`src/verilog/ssn_pkg.sv`:
```
package ssn_pkg;
   // ==========================================================
   // Register map, word index on the register port
   localparam logic [3:0] SSN_REG_PIN_EN = 4'h0;
   localparam logic [3:0] SSN_REG_CTRL = 4'h1;
   localparam logic [3:0] SSN_REG_CHG_MASK = 4'h2;
   localparam logic [3:0] SSN_REG_LAST_WORD = 4'h3;
   localparam logic [3:0] SSN_REG_IRQ_STS = 4'h4;
   localparam logic [3:0] SSN_REG_IRQ_CLR = 4'h5;
   localparam logic [3:0] SSN_REG_IRQ_EN = 4'h6;

   // ==========================================================
   // Field positions and reset values
   localparam int SSN_CTRL_VENDOR = 0;
   localparam int SSN_CTRL_SEND = 1;
   localparam logic [7:0] SSN_PIN_EN_WMASK = 8'h7B;
   localparam logic [7:0] SSN_PIN_EN_RST = 8'h00;
   localparam logic [5:0] SSN_CHG_MASK_RST = 6'h00;
   localparam logic [2:0] SSN_IRQ_EN_RST = 3'h0;
   localparam int SSN_IRQ_SENT = 0;
   localparam int SSN_IRQ_PIN = 1;
   localparam int SSN_IRQ_ERR = 2;

   // ==========================================================
   // Notification packet contents
   localparam logic [7:0] SSN_REQ_TYPE = 8'hA1;
   localparam logic [7:0] SSN_NOTIF_CODE = 8'h20;
   localparam logic [15:0] SSN_VALUE = 16'h0000;
   localparam logic [15:0] SSN_INDEX = 16'h0000;
   localparam logic [15:0] SSN_LENGTH = 16'h0002;
   localparam logic [3:0] SSN_LAST_BYTE = 4'h9;
   localparam int SSN_PIN_CNT = 6;
   // Status-word bit and enable bit for general pins 0..5
   localparam int SSN_PIN_WBIT [SSN_PIN_CNT] = '{11, 8, 9, 12, 13, 14};
   localparam int SSN_PIN_EBIT [SSN_PIN_CNT] = '{3, 0, 1, 4, 5, 6};

   // ==========================================================
   // Types
   typedef enum logic [1:0] {
      SSN_IDLE = 2'b00,
      SSN_SEND = 2'b01,
      SSN_DONE = 2'b11
   } ssn_state_t;

   typedef struct packed {
      logic overrun;
      logic parity;
      logic framing;
      logic ring;
      logic brk;
      logic dsr;
      logic cd;
   } ssn_line_t;
endpackage

```
`src/verilog/ssn_notifier.sv`:
```
// Local design decisions: the register offsets and the strobed register port.
module ssn_notifier (
   input wire logic sys_clk_i,
   input wire logic rst_n_i,
   // Register port
   input wire logic [3:0] reg_addr_i,
   input wire logic [15:0] reg_wdata_i,
   input wire logic reg_wr_i,
   input wire logic reg_rd_i,
   output logic [15:0] reg_rdata_o,
   // Line state from the UART
   input wire logic overrun_evt_i,
   input wire logic parity_evt_i,
   input wire logic framing_evt_i,
   input wire logic ring_i,
   input wire logic break_i,
   input wire logic dsr_i,
   input wire logic cd_i,
   // General pins
   input wire logic [5:0] gen_pin_i,
   input wire logic [5:0] gen_pin_is_out_i,
   // Byte stream toward the interrupt endpoint
   output logic [7:0] tx_data_o,
   output logic tx_valid_o,
   output logic tx_last_o,
   input wire logic tx_ready_i,
   output logic irq_o
);
   // ==========================================================
   // Declarations
   ssn_pkg::ssn_state_t state_ff;
   logic [7:0] pin_en_ff;
   logic vendor_en_ff;
   logic [5:0] chg_mask_ff;
   logic [5:0] pin_prev_ff;
   logic ovr_pend_ff;
   logic par_pend_ff;
   logic frm_pend_ff;
   logic [3:0] line_prev_ff;
   logic req_pend_ff;
   logic [15:0] pkt_word_ff;
   logic pkt_vendor_ff;
   logic [3:0] idx_ff;
   logic [2:0] irq_sts_ff;
   logic [2:0] irq_en_ff;
   logic [7:0] tx_data_ff;
   logic tx_valid_ff;
   logic tx_last_ff;
   logic [15:0] rdata_ff;
   logic irq_ff;
   logic [15:0] cur_word;
   logic [5:0] pin_chg;
   logic line_chg;
   logic start;
   logic accept;
   logic sw_send;
   logic [2:0] irq_set;
   logic [2:0] nxt_irq_sts;
   ssn_pkg::ssn_line_t cur_line;

   // Byte at a given offset, multi-byte fields low byte first
   function automatic logic [7:0] byte_at(input logic [3:0] idx, input logic [15:0] w);
      case (idx)
         4'h0: byte_at = ssn_pkg::SSN_REQ_TYPE;
         4'h1: byte_at = ssn_pkg::SSN_NOTIF_CODE;
         4'h2: byte_at = ssn_pkg::SSN_VALUE[7:0];
         4'h3: byte_at = ssn_pkg::SSN_VALUE[15:8];
         4'h4: byte_at = ssn_pkg::SSN_INDEX[7:0];
         4'h5: byte_at = ssn_pkg::SSN_INDEX[15:8];
         4'h6: byte_at = ssn_pkg::SSN_LENGTH[7:0];
         4'h7: byte_at = ssn_pkg::SSN_LENGTH[15:8];
         4'h8: byte_at = w[7:0];
         4'h9: byte_at = w[15:8];
         default: byte_at = 8'h00;
      endcase
   endfunction

   // ==========================================================
   // Event detection and status word
   assign cur_line = '{overrun: ovr_pend_ff, parity: par_pend_ff, framing: frm_pend_ff,
      ring: ring_i, brk: break_i, dsr: dsr_i, cd: cd_i};
   assign pin_chg = (gen_pin_i ^ pin_prev_ff) & ~gen_pin_is_out_i & chg_mask_ff;
   assign line_chg = (line_prev_ff != {ring_i, break_i, dsr_i, cd_i});
   assign start = (state_ff == ssn_pkg::SSN_IDLE) && req_pend_ff;
   assign accept = tx_valid_ff && tx_ready_i;
   assign sw_send = reg_wr_i && (reg_addr_i == ssn_pkg::SSN_REG_CTRL)
      && reg_wdata_i[ssn_pkg::SSN_CTRL_SEND];

   ssn_word_builder #(
      .PIN_CNT(ssn_pkg::SSN_PIN_CNT)
   ) u_word (
      .sys_clk_i(sys_clk_i),
      .rst_n_i(rst_n_i),
      .line_i(cur_line),
      .pins_i(gen_pin_i),
      .pin_en_i(pin_en_ff),
      .vendor_en_i(vendor_en_ff),
      .word_o(cur_word)
   );

   // Previous pin and line levels
   always_ff @(posedge sys_clk_i) begin
      if (!rst_n_i) begin
         pin_prev_ff <= 6'h00;
         line_prev_ff <= 4'h0;
      end else begin
         pin_prev_ff <= gen_pin_i;
         line_prev_ff <= {ring_i, break_i, dsr_i, cd_i};
      end
   end

   // Sticky receive errors until carried in a packet, new event wins
   always_ff @(posedge sys_clk_i) begin
      if (!rst_n_i) begin
         ovr_pend_ff <= 1'b0;
         par_pend_ff <= 1'b0;
         frm_pend_ff <= 1'b0;
      end else begin
         ovr_pend_ff <= overrun_evt_i || (ovr_pend_ff && !start);
         par_pend_ff <= parity_evt_i || (par_pend_ff && !start);
         frm_pend_ff <= framing_evt_i || (frm_pend_ff && !start);
      end
   end

   // Packet request, new cause wins over the start
   always_ff @(posedge sys_clk_i) begin
      if (!rst_n_i) begin
         req_pend_ff <= 1'b0;
      end else begin
         req_pend_ff <= (|pin_chg) || line_chg || overrun_evt_i || parity_evt_i
            || framing_evt_i || sw_send || (req_pend_ff && !start);
      end
   end

   // ==========================================================
   // Packet sequencer
   always_ff @(posedge sys_clk_i) begin
      if (!rst_n_i) begin
         state_ff <= ssn_pkg::SSN_IDLE;
         idx_ff <= 4'h0;
         pkt_word_ff <= 16'h0000;
         pkt_vendor_ff <= 1'b0;
         tx_data_ff <= 8'h00;
         tx_valid_ff <= 1'b0;
         tx_last_ff <= 1'b0;
      end else begin
         case (state_ff)
            ssn_pkg::SSN_IDLE: begin
               if (start) begin
                  pkt_word_ff <= cur_word;
                  pkt_vendor_ff <= vendor_en_ff;
                  idx_ff <= 4'h0;
                  tx_data_ff <= byte_at(4'h0, cur_word);
                  tx_valid_ff <= 1'b1;
                  tx_last_ff <= 1'b0;
                  state_ff <= ssn_pkg::SSN_SEND;
               end
            end
            ssn_pkg::SSN_SEND: begin
               if (accept) begin
                  if (idx_ff == ssn_pkg::SSN_LAST_BYTE) begin
                     tx_valid_ff <= 1'b0;
                     tx_last_ff <= 1'b0;
                     state_ff <= ssn_pkg::SSN_DONE;
                  end else begin
                     idx_ff <= idx_ff + 4'h1;
                     tx_data_ff <= byte_at(idx_ff + 4'h1, pkt_word_ff);
                     tx_last_ff <= (idx_ff + 4'h1) == ssn_pkg::SSN_LAST_BYTE;
                  end
               end
            end
            ssn_pkg::SSN_DONE: begin
               state_ff <= ssn_pkg::SSN_IDLE;
            end
            default: begin
               state_ff <= ssn_pkg::SSN_IDLE;
               tx_valid_ff <= 1'b0;
            end
         endcase
      end
   end

   // ==========================================================
   // Register writes
   always_ff @(posedge sys_clk_i) begin
      if (!rst_n_i) begin
         pin_en_ff <= ssn_pkg::SSN_PIN_EN_RST;
         vendor_en_ff <= 1'b0;
         chg_mask_ff <= ssn_pkg::SSN_CHG_MASK_RST;
         irq_en_ff <= ssn_pkg::SSN_IRQ_EN_RST;
      end else if (reg_wr_i) begin
         case (reg_addr_i)
            ssn_pkg::SSN_REG_PIN_EN: begin
               pin_en_ff <= reg_wdata_i[7:0] & ssn_pkg::SSN_PIN_EN_WMASK;
            end
            ssn_pkg::SSN_REG_CTRL: begin
               vendor_en_ff <= reg_wdata_i[ssn_pkg::SSN_CTRL_VENDOR];
            end
            ssn_pkg::SSN_REG_CHG_MASK: begin
               chg_mask_ff <= reg_wdata_i[5:0];
            end
            ssn_pkg::SSN_REG_IRQ_EN: begin
               irq_en_ff <= reg_wdata_i[2:0];
            end
            default: begin
            end
         endcase
      end
   end

   // ==========================================================
   // Interrupt status, set wins over clear
   assign irq_set = {overrun_evt_i || parity_evt_i || framing_evt_i, |pin_chg,
      state_ff == ssn_pkg::SSN_DONE};
   always_comb begin
      nxt_irq_sts = irq_sts_ff;
      if (reg_wr_i && (reg_addr_i == ssn_pkg::SSN_REG_IRQ_CLR)) begin
         nxt_irq_sts = nxt_irq_sts & ~reg_wdata_i[2:0];
      end
      nxt_irq_sts = nxt_irq_sts | irq_set;
   end

   always_ff @(posedge sys_clk_i) begin
      if (!rst_n_i) begin
         irq_sts_ff <= 3'h0;
         irq_ff <= 1'b0;
      end else begin
         irq_sts_ff <= nxt_irq_sts;
         irq_ff <= |(nxt_irq_sts & irq_en_ff);
      end
   end

   // Register reads, data only in the cycle after the strobe
   always_ff @(posedge sys_clk_i) begin
      if (!rst_n_i) begin
         rdata_ff <= 16'h0000;
      end else if (reg_rd_i) begin
         case (reg_addr_i)
            ssn_pkg::SSN_REG_PIN_EN: rdata_ff <= {8'h00, pin_en_ff};
            ssn_pkg::SSN_REG_CTRL: rdata_ff <= {15'h0000, vendor_en_ff};
            ssn_pkg::SSN_REG_CHG_MASK: rdata_ff <= {10'h000, chg_mask_ff};
            ssn_pkg::SSN_REG_LAST_WORD: rdata_ff <= pkt_word_ff;
            ssn_pkg::SSN_REG_IRQ_STS: rdata_ff <= {13'h0000, irq_sts_ff};
            ssn_pkg::SSN_REG_IRQ_EN: rdata_ff <= {13'h0000, irq_en_ff};
            default: rdata_ff <= 16'h0000;
         endcase
      end else begin
         rdata_ff <= 16'h0000;
      end
   end

   // Outputs
   assign reg_rdata_o = rdata_ff;
   assign tx_data_o = tx_data_ff;
   assign tx_valid_o = tx_valid_ff;
   assign tx_last_o = tx_last_ff;
   assign irq_o = irq_ff;

   // ==========================================================
   // Checks on the packet stream and the register read data
   a_hdr_type: assert property (@(posedge sys_clk_i) disable iff (!rst_n_i)
      (tx_valid_o && idx_ff == 4'h0) |-> (tx_data_o == 8'hA1))
      else $error("request type byte wrong");
   a_hdr_code: assert property (@(posedge sys_clk_i) disable iff (!rst_n_i)
      (tx_valid_o && tx_ready_i && idx_ff == 4'h0) |=> (tx_data_o == 8'h20))
      else $error("notification code byte wrong");
   a_zero_fields: assert property (@(posedge sys_clk_i) disable iff (!rst_n_i)
      (tx_valid_o && idx_ff >= 4'h2 && idx_ff <= 4'h5) |-> (tx_data_o == 8'h00))
      else $error("value or index field not zero");
   a_len_field: assert property (@(posedge sys_clk_i) disable iff (!rst_n_i)
      (tx_valid_o && idx_ff == 4'h6) |-> (tx_data_o == 8'h02))
      else $error("length low byte not 2");
   a_word_order: assert property (@(posedge sys_clk_i) disable iff (!rst_n_i)
      (tx_valid_o && tx_ready_i && idx_ff == 4'h8) |=> (tx_data_o == pkt_word_ff[15:8])
      && tx_last_o)
      else $error("status word not sent low byte first");
   a_std_high: assert property (@(posedge sys_clk_i) disable iff (!rst_n_i)
      (tx_valid_o && idx_ff == 4'h9 && !pkt_vendor_ff) |-> (tx_data_o == 8'h00))
      else $error("standard map high byte not zero");
   a_vendor_rsvd: assert property (@(posedge sys_clk_i) disable iff (!rst_n_i)
      (tx_valid_o && idx_ff == 4'h9) |-> (tx_data_o[7] == 1'b0 && tx_data_o[2] == 1'b0))
      else $error("reserved vendor bits set");
   a_overrun_kept: assert property (@(posedge sys_clk_i) disable iff (!rst_n_i)
      (overrun_evt_i && state_ff == ssn_pkg::SSN_IDLE && !start) |=> (start && cur_word[6]))
      else $error("overrun not carried into packet");
   a_err_cleared: assert property (@(posedge sys_clk_i) disable iff (!rst_n_i)
      (start && !overrun_evt_i && !parity_evt_i && !framing_evt_i) |=> (cur_word[6:4] == 3'h0))
      else $error("error bits not cleared after packet start");
   a_last_flag: assert property (@(posedge sys_clk_i) disable iff (!rst_n_i)
      tx_valid_o |-> (tx_last_o == (idx_ff == ssn_pkg::SSN_LAST_BYTE)))
      else $error("last flag not on the final byte");
   a_rdata_idle: assert property (@(posedge sys_clk_i) disable iff (!rst_n_i)
      !reg_rd_i |=> (reg_rdata_o == 16'h0000))
      else $error("read data shown without a read");
   a_pin_trigger: assert property (@(posedge sys_clk_i) disable iff (!rst_n_i)
      (|pin_chg && state_ff == ssn_pkg::SSN_IDLE && !req_pend_ff) |=> start)
      else $error("masked pin change did not start packet");
   a_ring_live: assert property (@(posedge sys_clk_i) disable iff (!rst_n_i)
      start |-> (cur_word[3] == ring_i && cur_word[2] == break_i))
      else $error("ring or break not live state");
   a_pin5_word: assert property (@(posedge sys_clk_i) disable iff (!rst_n_i)
      (start && vendor_en_ff && pin_en_ff[6]) |-> (cur_word[14] == gen_pin_i[5]))
      else $error("pin 5 not in bit 14");
   a_line_bits: assert property (@(posedge sys_clk_i) disable iff (!rst_n_i)
      start |-> (cur_word[1:0] == {dsr_i, cd_i} && cur_word[5] == par_pend_ff))
      else $error("line bits misplaced");
endmodule // ssn_notifier

```
`src/verilog/ssn_word_builder.sv`:
```
module ssn_word_builder #(
   parameter int PIN_CNT = 6
) (
   input wire logic sys_clk_i,
   input wire logic rst_n_i,
   input wire ssn_pkg::ssn_line_t line_i,
   input wire logic [PIN_CNT-1:0] pins_i,
   input wire logic [7:0] pin_en_i,
   input wire logic vendor_en_i,
   output logic [15:0] word_o
);
   // ==========================================================
   // Elaboration check
   if (PIN_CNT != ssn_pkg::SSN_PIN_CNT) begin : g_bad_cnt
      $error("pin count must match the vendor bit map");
   end

   // ==========================================================
   // Status word assembly
   always_comb begin
      word_o = 16'h0000;
      word_o[6:0] = line_i;
      if (vendor_en_i) begin
         for (int i = 0; i < PIN_CNT; i++) begin
            if (pin_en_i[ssn_pkg::SSN_PIN_EBIT[i]]) begin
               word_o[ssn_pkg::SSN_PIN_WBIT[i]] = pins_i[i];
            end
         end
      end
   end

   // Checks on the word mapping
   a_pin3_gate: assert property (@(posedge sys_clk_i) disable iff (!rst_n_i)
      (!pin_en_i[4] || !vendor_en_i) |-> !word_o[12])
      else $error("pin 3 shown while its enable is clear");
   a_pin0_gate: assert property (@(posedge sys_clk_i) disable iff (!rst_n_i)
      (vendor_en_i && pin_en_i[3]) |-> (word_o[11] == pins_i[0]))
      else $error("pin 0 not reported in bit 11");
   a_live_lines: assert property (@(posedge sys_clk_i) disable iff (!rst_n_i)
      (word_o[1] == line_i.dsr) && (word_o[0] == line_i.cd) && (word_o[3] == line_i.ring))
      else $error("modem line bits do not follow inputs");
endmodule // ssn_word_builder

```
`config.mk`:
```
export PLATFORM = sky130hd
export DESIGN_NAME = ssn_notifier
export DESIGN_NICKNAME = d
export VERILOG_FILES = /design/src/verilog/ssn_pkg.sv /design/src/verilog/ssn_notifier.sv /design/src/verilog/ssn_word_builder.sv
export SDC_FILE = /design/constraint.sdc
export NUM_CORES = 1
export LEC_CHECK = 0
export ABC_AREA = 1
export ABC_CLOCK_PERIOD_IN_PS = 3600
export BUFFER_PORTS_ARGS = -buffer_cell sky130_fd_sc_hd__buf_2
export CORE_MARGIN = 2
export CORE_UTILIZATION = 35
export DETAILED_ROUTE_END_ITERATION = 16
export GPL_TIMING_DRIVEN = 0
export RECOVER_POWER = 50
export SLEW_MARGIN = 20
export SYNTH_ARGS = -nofsm -noshare
export SYNTH_HDL_FRONTEND = slang
export SYNTH_SLANG_ARGS = --single-unit
```
`constraint.sdc`:
```
create_clock -name sys_clk_i -period 3.6 [get_ports sys_clk_i]
set_input_delay 0.54 -clock sys_clk_i [delete_from_list [all_inputs] [get_ports sys_clk_i]]
set_output_delay 0.54 -clock sys_clk_i [all_outputs]
set_load 0.05 [all_outputs]
```
# Word level (Yosys, flattened, before mapping)
# Index checks and enable logic that the tools add are counted.
op_classes:
  div: 0
  n_reduce_logical: 37
  add_sub_neg: 1
  magnitude_cmp: 0
  shift: 0
  multipliers: 0
  bitwise_logic: 9
  n_mux: 31
  eq_ne: 18
ops:
  columns: ["cell", "n"]
  rows:
  - ["case mux 15 bit (6 select lines)", 1]
  - ["case mux 8 bit (5 select lines)", 1]
  - ["two-way mux 8 bit", 3]
  - ["equality test 4 x 3 -> 1 bit (second input constant)", 4]
  - ["two-way mux 4 bit", 4]
  - ["case mux 8 bit (2 select lines)", 1]
  - ["bitwise AND 6 bit", 2]
  - ["equality test 4 bit (second input constant)", 3]
  - ["two-way mux 1 bit", 12]
  - ["AND reduction 2 bit", 6]
  - ["logical OR 1 bit", 11]
  - ["logical AND 1 bit", 9]
  - ["equality test 4 x 1 -> 1 bit (second input constant)", 2]
  - ["equality test 4 x 2 -> 1 bit (second input constant)", 2]
  - ["logical NOT 4 bit", 2]
  - ["two-way mux 2 bit", 4]
  - ["!= test 2 bit (second input constant)", 4]
  - ["case mux 4 bit (2 select lines)", 1]
  - ["AND reduction 4 bit", 2]
  - ["bitwise AND 3 bit", 2]
  - ["NOT 6 bit", 1]
  - ["AND reduction 3 bit", 2]
  - ["OR reduction 6 bit", 1]
  - ["bitwise XOR 6 bit", 1]
  - ["15 further kinds", 15]
totals:
  word_cells: 115
  register_bits: 79
  latchBits: 0
  memories: 0
  ram_bits: 0
  output_inout_bits: 27
  romBits: 0

# Logic depth before layout (Yosys ltp)
# Gate-level depths: netlist of the first run.
logic_depth:
  depth_word: 10
  depth_mapped: 10

# By module
# A second synthesis of the first run with hierarchy kept.
hier_totals:
  cells_unflattened: 482
  hier_area_um2: 3558.4
modules_own_cells:
  columns: ["module", "instances", "cells_per_inst", "area_each_um2", "seq_area_each_um2"]
  rows:
  - ["ssn_notifier", 1, 458, 3430.8, 1641.6]
  - ["ssn_word_builder", 1, 24, 127.6, 0.0]

# Worst setup path after synthesis of the first run
# Ideal clock, no wire load.
synth_timing:
  kind: "flip-flop to flip-flop"
  start: "register tx_valid_ff (netlist: tx_valid_o)"
  end: "register idx_ff[2]"
  arrival_ps: 1528
  synth_period_minus_slack_ps: 1647
  setup_slack_ps: 1953
  required_time_ps: 3481
  stages_incl_launch_ff: 8
  setup_ps: 119
  cell_sequence: "dfxtp_1 -> nand2_1 -> nand2_1 -> nand2_1 -> a21oi_4 -> inv_4 -> o21ai_1 -> a21oi_1"
synth_between:
  elab_chain_len: 3
synth_lines:
  columns: ["element", "line_no", "text"]
  rows:
  - ["from (decl)", "ssn_notifier.sv:47", "logic tx_valid_ff;"]
  - ["from (signal assigned)", "ssn_notifier.sv:144", "tx_valid_ff <= 1'b0;"]
  - ["from (signal assigned)", "ssn_notifier.sv:154", "tx_valid_ff <= 1'b1;"]
  - ["from (signal assigned)", "ssn_notifier.sv:162", "tx_valid_ff <= 1'b0;"]
  - ["logical AND 1 bit", "ssn_notifier.sv:85", "assign accept = tx_valid_ff && tx_ready_i;"]
  - ["!= test 2 bit (no line)", null, null]
  - ["AND reduction 4 bit (no line)", null, null]
  - ["to (signal assigned)", "ssn_notifier.sv:166", "idx_ff <= idx_ff + 4'h1;"]
  - ["to (decl)", "ssn_notifier.sv:43", "logic [3:0] idx_ff;"]
# Every way passes these cells.
# A chain may end at the register's enable or synchronous reset.

# Worst setup path after layout of the first run
layout_timing:
  start: "register state_ff[1]"
  end: "register frm_pend_ff"
layout_between:
  elab_chain_len: 5
layout_lines:
  columns: ["element", "line_no", "text"]
  rows:
  - ["from (decl)", "ssn_notifier.sv:31", "ssn_pkg::ssn_state_t state_ff;"]
  - ["from (signal assigned)", "ssn_notifier.sv:139", "state_ff <= ssn_pkg::SSN_IDLE;"]
  - ["from (signal assigned)", "ssn_notifier.sv:156", "state_ff <= ssn_pkg::SSN_SEND;"]
  - ["from (signal assigned)", "ssn_notifier.sv:164", "state_ff <= ssn_pkg::SSN_DONE;"]
  - ["logical NOT 2 bit", "ssn_notifier.sv:84", "assign start = (state_ff == ssn_pkg::SSN_IDLE) && req_pend_ff;"]
  - ["logical AND 1 bit", "ssn_notifier.sv:84", null]
  - ["logical NOT 1 bit", "ssn_notifier.sv:121", "frm_pend_ff <= framing_evt_i || (frm_pend_ff && !start);"]
  - ["logical AND 1 bit", "ssn_notifier.sv:121", null]
  - ["logical OR 1 bit", "ssn_notifier.sv:121", null]
  - ["to (signal assigned)", "ssn_notifier.sv:121", null]
  - ["to (decl)", "ssn_notifier.sv:38", "logic frm_pend_ff;"]
# Every way passes these cells.

==> flow_summary.yaml, run 1 <==
synthesis:
  synth_area_per_cell_um2: 7.48
  synth_warnings: 0
  ys_ff_latch: 76
  async_flop_share: 0
  synth.area.top_cells: "dfxtp_1, nand2_1, inv_1"
  ys_seq_area_frac: 0.453
  synth_edf_count: 0
  yosysUniqueCellTypes: 37
  syn_inst: 449
  synth_top_area_frac: 0.453
  yosys_most_used_dff: "dfxtp_1"
  yosys.area.top_type: "dfxtp_1"
  synth.cell_area_um2: 3360
setup_path:
  ff2ff_path_depth: 7
  critPathKind: "reg -> reg"
  cp-end-kind: "flip-flop"
  start_kind: "flip-flop"
  worstPathArrival_ns: 2.04
  worst-path-max-fanout: 10
  crit_chain: "nor2_1 -> inv_1 -> nor2_1 -> inv_1 -> clkbuf_1 -> a21oi_1 -> nor2_1"
  crit_buf_inv: 3
  crit_required_ns: 3.84
  worstSetupPathDepth: 7
  crit_top_cell: "nor2_1"
  cp_slowest_cell: "dfxtp_1"
  critical-path-max-stage-delay_ns: 0.37
  cp_top_family: "buffers and inverters"
floorplanning:
  initial_core_util: 0.362
  core-area_um2: 9280
  row_count: 35
  die_area_um2: 10400
  die_y_um: 102
  die_x_um: 102
  ios: 71
global_route:
  grt.overflow.total: 0
  grt_max_degree: 16
  grt_pass1_wl_mm: 13.6
  track_usage: 0.169
  antenna_found_initial: 0
  grt_pass1_vias: 2880
sta:
  maxSlewHeadroom: 0.596
  min_period_ns: 1.80
  period_share: 0.500
  finClkSkew_ns: 0.00638
  tightest_slew_ns: 0.606
  fmax_mhz: 555
  finalSetupTns_ns: 0
  setup_viol_count_final: 0
  hold_viol: 0
  finalMaxSlewViolations: 0
  rsz0062_at_grt: "no"
worst_hold_path:
  worstHoldPathCells: 3
  worstHoldPathType: "in -> reg"
routing:
  drtIter0Drc: 153
  wire_per_inst_um: 12.6
  avgViaCountPerCell: 4.72
  drt_first_pass_iters: 4
  via_count: 3081
  final_antenna_net_count: 0
  wl_mm: 8.25
  drc: 0
clocking:
  ctsResizeCount: 0
  cts.path.max_buffers: 2
  cts_tree: "built"
  clk_pin_slew_ns: 0.08
  clk-insertion-delay-late_ns: 0.36
  cts.sinks: 76
  numCtsBuffers: 9
  holdBufCountCts: 0
  ctsRootBufferMaster: "clkbuf_8"
  post_cts_buffers: 0
  h-tree-depth: 3
placement:
  port_buffers: 57
  gp_congestion: 0.834
  dp_hpwl_mm: 6.48
power:
  p_leak_nw: 1.75
  share_comb_of_total_power: 0.118
  pwr-share-clk: 0.358
  power_frac_seq: 0.524
  power_switching_mw: 0.512
  cellPowerDensity_nw_per_um2: 431
  peakVddDrop_v: 0.000265
  p_int_mw: 1.20
  sw_frac_of_total: 0.300
layout:
  multi_input_area_um2: 1500
  antenna_cells: 0
  syn_to_final_growth_pct: 17.9
  fill_cells: 1007
  seq_area_um2: 1520
  fin_nets: 567
  final_core_util: 0.427
  layout-drive-gt1-share: 0.189
run_status:
  status: "finished, final reports clean"
job:
  drv_cap: 0
-- state kept, by name, summed over array words and instances, names as in the netlist --
signal and flops:
pkt_word_ff 13, reg_rdata_o 13, tx_data_o 8, chg_mask_ff 6, pin_en_ff 6, pin_prev_ff 6, idx_ff 4, line_prev_ff 4
irq_en_ff 3, irq_sts_ff 3, state_ff 2, frm_pend_ff 1, irq_o 1, ovr_pend_ff 1, par_pend_ff 1, req_pend_ff 1
tx_last_o 1, tx_valid_o 1, vendor_en_ff 1
-- kinds of logic after synthesis --
| family | count (synthesis) | share of synthesized area |
|---|---|---|
| AO/OA/AOI/OAI | 102 | 0.174 |
| XOR/XNOR | 2 | 0.00522 |
| adder cells (fa/ha/maj) | 4 | 0.0149 |
| buffers and inverters | 79 | 0.0957 |
| flip-flops | 76 | 0.453 |
| other | 1 | 0.00112 |
| AND/OR/NAND/NOR | 185 | 0.257 |
-- cell type report --
cell class,instances,area share
sequential,76,0.384
multi-input combinational,296,0.378
timing repair buffer,57,0.0714
inverter,63,0.0610
tap,129,0.0407
clock buffer,9,0.0313
buffer,16,0.0183
clock inverter,7,0.0148
-- tightest hold or removal path, stage by stage --
cell and delay [ns]:
buf_2 0.09, nand2_1 0.04, inv_1 0.04
-- cell usage in the layout (no fill, tap or decap), types with 2 or more instances in the layout --
| cell type | instances |
|---|---|
| a211oi_1 | 6 |
| a21oi_1 | 41 |
| a21oi_2 | 4 |
| a21oi_4 | 2 |
| buf_2 | 56 |
| buf_4 | 3 |
| clkbuf_1 | 13 |
| clkbuf_8 | 9 |
| clkinv_4 | 2 |
| clkinvlp_4 | 2 |
| conb_1 | 3 |
| dfxtp_1 | 76 |
| ha_1 | 4 |
| inv_1 | 59 |
| inv_2 | 2 |
| inv_4 | 2 |
| inv_6 | 3 |
| nand2_1 | 83 |
| nand2_2 | 4 |
| nand2_4 | 3 |
| nand3_1 | 28 |
| nand4_1 | 4 |
| nor2_1 | 49 |
| nor2_4 | 4 |
| nor3_1 | 4 |
| o21ai_0 | 36 |
| o21ai_1 | 2 |
| o22ai_1 | 8 |
-- synth_stat cells, types with 5 or more instances --
cell / instances
a211oi_1: 6
nand3_1: 27
dfxtp_1: 76
o21ai_0: 36
nor2_4: 5
o22ai_1: 8
inv_1: 57
clkbuf_1: 7
nand2_1: 83
nor2_1: 46
a21oi_1: 41
-- power by group through the flow --
stage	Sequential [mW]	Combinational (mW)	Clock, mW
after global routing	0.899	0.226	0.664
after detailed placement	0.915	0.207	0
after global placement	0.914	0.204	0
final	0.895	0.202	0.611
after CTS	0.895	0.207	0.625
after floorplan	0.930	0.124	0
-- final timing paths --
path	start	endpoint	slack, ns
setup / recovery	state_ff[1]	frm_pend_ff	1.80
hold / removal	ring_i	line_prev_ff[3]	0.38
setup reg to reg	state_ff[1]	frm_pend_ff	1.80
hold reg to reg	tx_data_o[1]	tx_data_o[1]	0.47
-- metrics by stage --
stage / area (um2) / setup WS [ns] / hold slack [ns] / power [mW] / instances
2_1_floorplan: 3370 / 1.95 / 0.438 / 1.05 / 451
3_3_place_gp: 3810 / 1.89 / 0.459 / 1.12 / 637
3_5_place_dp: 3810 / 1.82 / 0.451 / 1.12 / 637
4_1_cts: 4000 / 1.90 / 0.364 / 1.73 / 653
5_1_grt: 3960 / 1.57 / 0.374 / 1.79 / 653
6_report: 3960 / 1.80 / 0.376 / 1.71 / 653
-- layer usage --
| layer | wire length, um | GRT usage |
|---|---|---|
| met1 | 3770 | 0.219 |
| met2 | 3820 | 0.271 |
| met3 | 501 | 0.0540 |
| met4 | 157 | 0.0523 |
| met5 | 0 | 0 |
Power figures use the tool's default switching activity.
==> run 2: changes to the inputs <==
--- a/config.mk
+++ b/config.mk
@@ -6,7 +6,7 @@
 export NUM_CORES = 1
 export LEC_CHECK = 0
 export ABC_AREA = 1
-export ABC_CLOCK_PERIOD_IN_PS = 3600
+export ABC_CLOCK_PERIOD_IN_PS = 1860
 export BUFFER_PORTS_ARGS = -buffer_cell sky130_fd_sc_hd__buf_2
 export CORE_MARGIN = 2
 export CORE_UTILIZATION = 35
==> constraint.sdc (replaced) <==
create_clock -name sys_clk_i -period 1.86 [get_ports sys_clk_i]
set_input_delay 0.279 -clock sys_clk_i [delete_from_list [all_inputs] [get_ports sys_clk_i]]
set_output_delay 0.279 -clock sys_clk_i [all_outputs]
set_load 0.05 [all_outputs]
==> run 2 against run 1 <==
Critical path type unchanged. Global-route usage is the same. Cell count is the same. Wire length grew 0.72%. Utilization grew 0.16 points. Via count grew 0.71%. Non-clock buffer count is the same. Sequential share of layout area shrank 0.14 points. Worst setup slack lost 1.6 ns. Hold slack lost 0.26 ns.
==> flow_summary.yaml, run 2 (same netlist as run 1, synthesis figures left out) <==
routing:
  final_antenna_net_count: 0
  drtIter0Drc: 133
  via_count: 3103
  drc: 0
  drt_first_pass_iters: 4
  avgViaCountPerCell: 4.75
  wire_per_inst_um: 12.7
  wl_mm: 8.30
setup_path:
  worstReg2RegEnd: "tx_data_o[0]"
  reg2reg_from: "idx_ff[1]"
  cp-end-kind: "flip-flop"
  worst-path-max-fanout: 7
  worstSetupStartpoint: "idx_ff[1]"
  start_kind: "flip-flop"
  critPathKind: "reg -> reg"
  worstPathArrival_ns: 1.96
  ff2ff_path_depth: 10
  r2r_setup_slack_ns: 0.17
  critPathCapture: "tx_data_o[0]"
  crit_required_ns: 2.13
clocking:
  post_cts_buffers: 0
  holdBufCountCts: 0
  h-tree-depth: 3
  ctsResizeCount: 0
  cts_tree: "built"
  clk-insertion-delay-late_ns: 0.36
  clk_pin_slew_ns: 0.09
  numCtsBuffers: 9
  cts.sinks: 76
  cts.path.max_buffers: 2
  ctsRootBufferMaster: "clkbuf_8"
floorplanning:
  die_y_um: 102
  die_area_um2: 10400
  initial_core_util: 0.362
  ios: 71
  core-area_um2: 9280
  die_x_um: 102
  row_count: 35
global_route:
  grt_pass1_vias: 2880
  grt_pass1_wl_mm: 13.6
  groute.layer.met2.usage: 0.271
  grt_max_degree: 16
  track_usage: 0.169
  use_met3: 0.0540
  met1_usage: 0.219
  gr-max-usage-layer: "met2"
  grt.overflow.total: 0
  antenna_found_initial: 0
placement:
  port_buffers: 57
  placed_cells: 637
  dp_hpwl_mm: 6.48
  gp_congestion: 0.834
layout:
  layout-drive-gt1-share: 0.183
  antenna_cells: 0
  final_common_cell: "nand2_1"
  syn_to_final_growth_pct: 18.4
  layout.cells.non_filler: 653
  fin_nets: 567
  layout_common_cells: "nand2_1, dfxtp_1, inv_1"
sta:
  hold_viol: 0
  period_share: 0.911
  maxSlewHeadroom: 0.593
  finClkSkew_ns: 0.00584
  fmax_mhz: 590
  setup_viol_count_final: 0
  tightest_slew_ns: 0.611
  rsz0062_at_grt: "no"
  finalMaxSlewViolations: 0
  finalSetupTns_ns: 0
  min_period_ns: 1.69
run_status:
  status: "finished, final reports clean"
worst_hold_path:
  worstHoldPathCells: 3
  worstHoldPathType: "in -> reg"
power:
  peakVddDrop_v: 0.000512
  power_frac_seq: 0.523
  pwr-share-clk: 0.357
  sw_frac_of_total: 0.301
  cellPowerDensity_nw_per_um2: 833
  power_switching_mw: 0.996
  p_int_mw: 2.32
  share_comb_of_total_power: 0.120
  p_leak_nw: 1.71
job:
  drv_cap: 0
run 2: cell count changes in the layout (fill, tap and decap cells not counted):
cell	change
inv_2	+2
inv_1	-2
nor2_2	+1
buf_2	-9
clkbuf_1	+8
nand3_4	+1
nand3_1	-1
nor2_4	+1
buf_4	+1
nor2_1	-2
run 2: worst min path at each step:
stage                    start              end  slack (ns)
3_3_place_gp      pin_en_ff[0]     pin_en_ff[0]        0.46
2_1_floorplan             cd_i  line_prev_ff[0]        0.37
4_1_cts                 ring_i  line_prev_ff[3]        0.10
5_1_grt                 ring_i  line_prev_ff[3]        0.11
3_5_place_dp   pkt_word_ff[12]  reg_rdata_o[12]        0.45
6_report                ring_i  line_prev_ff[3]        0.11
run 2: final cells by class:
| type | instances | area (um2) |
|---|---|---|
| multi-input cells | 296 | 1520 |
| clock inverters | 7 | 58.8 |
| clock buffers | 9 | 124 |
| plain buffers | 16 | 77.6 |
| flip-flops and latches | 76 | 1520 |
| repair buffers | 57 | 270 |
| well taps | 129 | 161 |
| fillers | 1009 | 5310 |
| inverters | 63 | 241 |
run 2: critical path: stages (launching register included):
cell	delay, ns
dfxtp_1	0.47
inv_1	0.11
ha_1	0.23
nand3_4	0.11
nand2_4	0.08
nor2_8	0.13
inv_4	0.06
a21oi_2	0.16
nand3_1	0.12
nand2_1	0.08
inv_1	0.03
run 2: metrics by stage:
stage / cell area [um2] / util / hold WS (ns) / setup WS [ns] / power, mW
floorplan: 3370 / - / 0.372 / 0.213 / 2.04
global placement: 3810 / 0.411 / 0.459 / 0.219 / 2.16
detailed placement: 3810 / 0.411 / 0.451 / 0.175 / 2.17
CTS: 4000 / 0.430 / 0.103 / 0.161 / 3.34
global route: 3980 / 0.428 / 0.113 / 0.0578 / 3.47
finish: 3980 / 0.428 / 0.113 / 0.166 / 3.31
run 2: routing by layer:
metal,vias up,routed length [um]
li1,1585,-
met1,1431,3840
met2,74,3870
met3,13,440
met4,0,156
met5,-,0
run 2: power by group through the flow:
| stage | combinational [mW] | sequential (mW) | clock (mW) |
|---|---|---|---|
| finish | 0.399 | 1.73 | 1.18 |
| global route | 0.445 | 1.74 | 1.29 |
| CTS | 0.401 | 1.73 | 1.21 |
| floorplan | 0.239 | 1.80 | 0 |
| detailed placement | 0.400 | 1.77 | 0 |
| global placement | 0.395 | 1.77 | 0 |
==> run 3: changes to the inputs <==
--- a/config.mk
+++ b/config.mk
@@ -9,9 +9,10 @@
 export ABC_CLOCK_PERIOD_IN_PS = 1860
 export BUFFER_PORTS_ARGS = -buffer_cell sky130_fd_sc_hd__buf_2
 export CORE_MARGIN = 2
-export CORE_UTILIZATION = 35
+export CORE_UTILIZATION = 54
 export DETAILED_ROUTE_END_ITERATION = 16
 export GPL_TIMING_DRIVEN = 0
+export PLACE_DENSITY = 0.79
 export RECOVER_POWER = 50
 export SLEW_MARGIN = 20
 export SYNTH_ARGS = -nofsm -noshare
==> run 3 against run 2 <==
Hold slack better by 0.019 ns. First-iteration DRC count rose by 49%. Clock power is 24% higher. Worst setup slack better by 0.0058 ns. Sequential share of layout area up 0.21 points.
==> flow_summary.yaml, run 3 (same netlist as run 1, synthesis figures left out) <==
routing:
  final_antenna_net_count: 0
  wl_mm: 7.66
  drt_first_pass_iters: 5
  drc: 0
  wire_per_inst_um: 12.8
  avgViaCountPerCell: 5.20
  drtIter0Drc: 198
  via_count: 3112
layout:
  antenna_cells: 0
  fin_nets: 567
  syn_to_final_growth_pct: 17.7
  seq_area_um2: 1520
  final_common_cell: "nand2_1"
  multi_input_area_um2: 1510
  layout_common_cells: "nand2_1, dfxtp_1, inv_1"
  layout-drive-gt1-share: 0.183
  fill_cells: 529
  fin_area_um2: 3960
sta:
  fmax_mhz: 592
  tightest_slew_ns: 0.594
  rsz0062_at_grt: "no"
  min_period_ns: 1.69
  maxSlewHeadroom: 0.605
  finClkSkew_ns: 0.00855
  finalMaxSlewViolations: 0
  finalSetupTns_ns: 0
  hold_viol: 0
  period_share: 0.908
  setup_viol_count_final: 0
floorplanning:
  initial_core_util: 0.564
  ios: 71
  core-area_um2: 5960
  die_area_um2: 6870
  row_count: 28
  die_y_um: 82.9
  die_x_um: 82.9
clocking:
  h-tree-depth: 3
  cts.sinks: 76
  cts.path.max_buffers: 2
  ctsResizeCount: 0
  holdBufCountCts: 0
  numCtsBuffers: 9
  ctsRootBufferMaster: "clkbuf_8"
  clk-insertion-delay-late_ns: 0.34
  post_cts_buffers: 0
  clk_pin_slew_ns: 0.08
  cts_tree: "built"
power:
  pwr-share-clk: 0.407
  peakVddDrop_v: 0.000544
  cellPowerDensity_nw_per_um2: 905
  power_frac_seq: 0.484
  p_int_mw: 2.68
  share_comb_of_total_power: 0.109
  sw_frac_of_total: 0.251
  p_leak_nw: 1.75
  power_switching_mw: 0.899
placement:
  dp_hpwl_mm: 5.85
  placed_area_um2: 3750
  port_buffers: 57
  gp_congestion: 0.946
setup_path:
  ff2ff_path_depth: 10
  crit_required_ns: 2.10
  cp-end-kind: "flip-flop"
  r2r_setup_slack_ns: 0.17
  reg2reg_from: "idx_ff[1]"
  worst-path-max-fanout: 7
  critPathKind: "reg -> reg"
  worstPathArrival_ns: 1.92
  worstReg2RegEnd: "tx_data_o[0]"
  start_kind: "flip-flop"
worst_hold_path:
  min_to: "line_prev_ff[3]"
  worstHoldPathType: "in -> reg"
  worstHoldPathCells: 3
  min_from: "ring_i"
global_route:
  antenna_found_initial: 0
  grt_pass1_wl_mm: 13.3
  grt_max_degree: 13
  track_usage: 0.238
  grt.overflow.total: 0
  grt_pass1_vias: 2984
run_status:
  status: "finished, final reports clean"
job:
  drv_cap: 0
-- run 3: how the worst max path moves through the flow --
stage | from | cells past startpoint | slack (ns) | end
6_report | idx_ff[1] | 10 | 0.17 | tx_data_o[0]
5_1_grt | idx_ff[0] | 9 | 0.04 | tx_data_o[4]
3_3_place_gp | idx_ff[1] | 10 | 0.24 | tx_data_o[0]
2_1_floorplan | tx_valid_o | 7 | 0.21 | idx_ff[2]
3_5_place_dp | idx_ff[1] | 10 | 0.21 | tx_data_o[0]
4_1_cts | idx_ff[1] | 10 | 0.19 | tx_data_o[0]
-- run 3: layer usage --
layer / wire length (um) / vias to the layer above / track usage
li1: - / 1595 / -
met1: 3470 / 1408 / 0.312
met2: 3620 / 98 / 0.388
met3: 433 / 11 / 0.0507
met4: 130 / 0 / 0.0820
met5: 0 / - / 0
-- run 3: per-stage QoR --
step / power [mW] / setup WS [ns] / hold WS (ns) / util / cells
after global placement: 2.15 / 0.241 / 0.452 / 0.629 / 583
final: 3.58 / 0.172 / 0.132 / 0.664 / 599
after floorplan: 2.04 / 0.213 / 0.372 / - / 451
after detailed placement: 2.16 / 0.211 / 0.453 / 0.629 / 583
after CTS: 3.61 / 0.187 / 0.117 / 0.669 / 599
after global routing: 3.75 / 0.0388 / 0.143 / 0.664 / 599
-- run 3: power groups by stage --
stage | clock network [mW] | registers (mW) | logic, mW
3_5_place_dp | 0 | 1.77 | 0.393
6_report | 1.46 | 1.73 | 0.391
4_1_cts | 1.48 | 1.73 | 0.395
2_1_floorplan | 0 | 1.80 | 0.239
5_1_grt | 1.57 | 1.74 | 0.437
3_3_place_gp | 0 | 1.77 | 0.386
-- run 3: cell type report --
class,count,share of cell area
Multi-Input combinational cell,296,0.383
Sequential cell,76,0.385
Clock inverter,3,0.0171
Clock buffer,13,0.0427
Buffer,16,0.0187
Timing Repair Buffer,57,0.0693
Tap cell,75,0.0237
Inverter,63,0.0611
-- run 3: worst max-delay path, cell delays in order (launching register included) --
cell     delay [ns]
dfxtp_1        0.47
inv_1          0.10
ha_1           0.23
nand3_4        0.11
nand2_4        0.09
nor2_8         0.13
inv_4          0.06
a21oi_2        0.15
nand3_1        0.11
nand2_1        0.08
inv_1          0.04
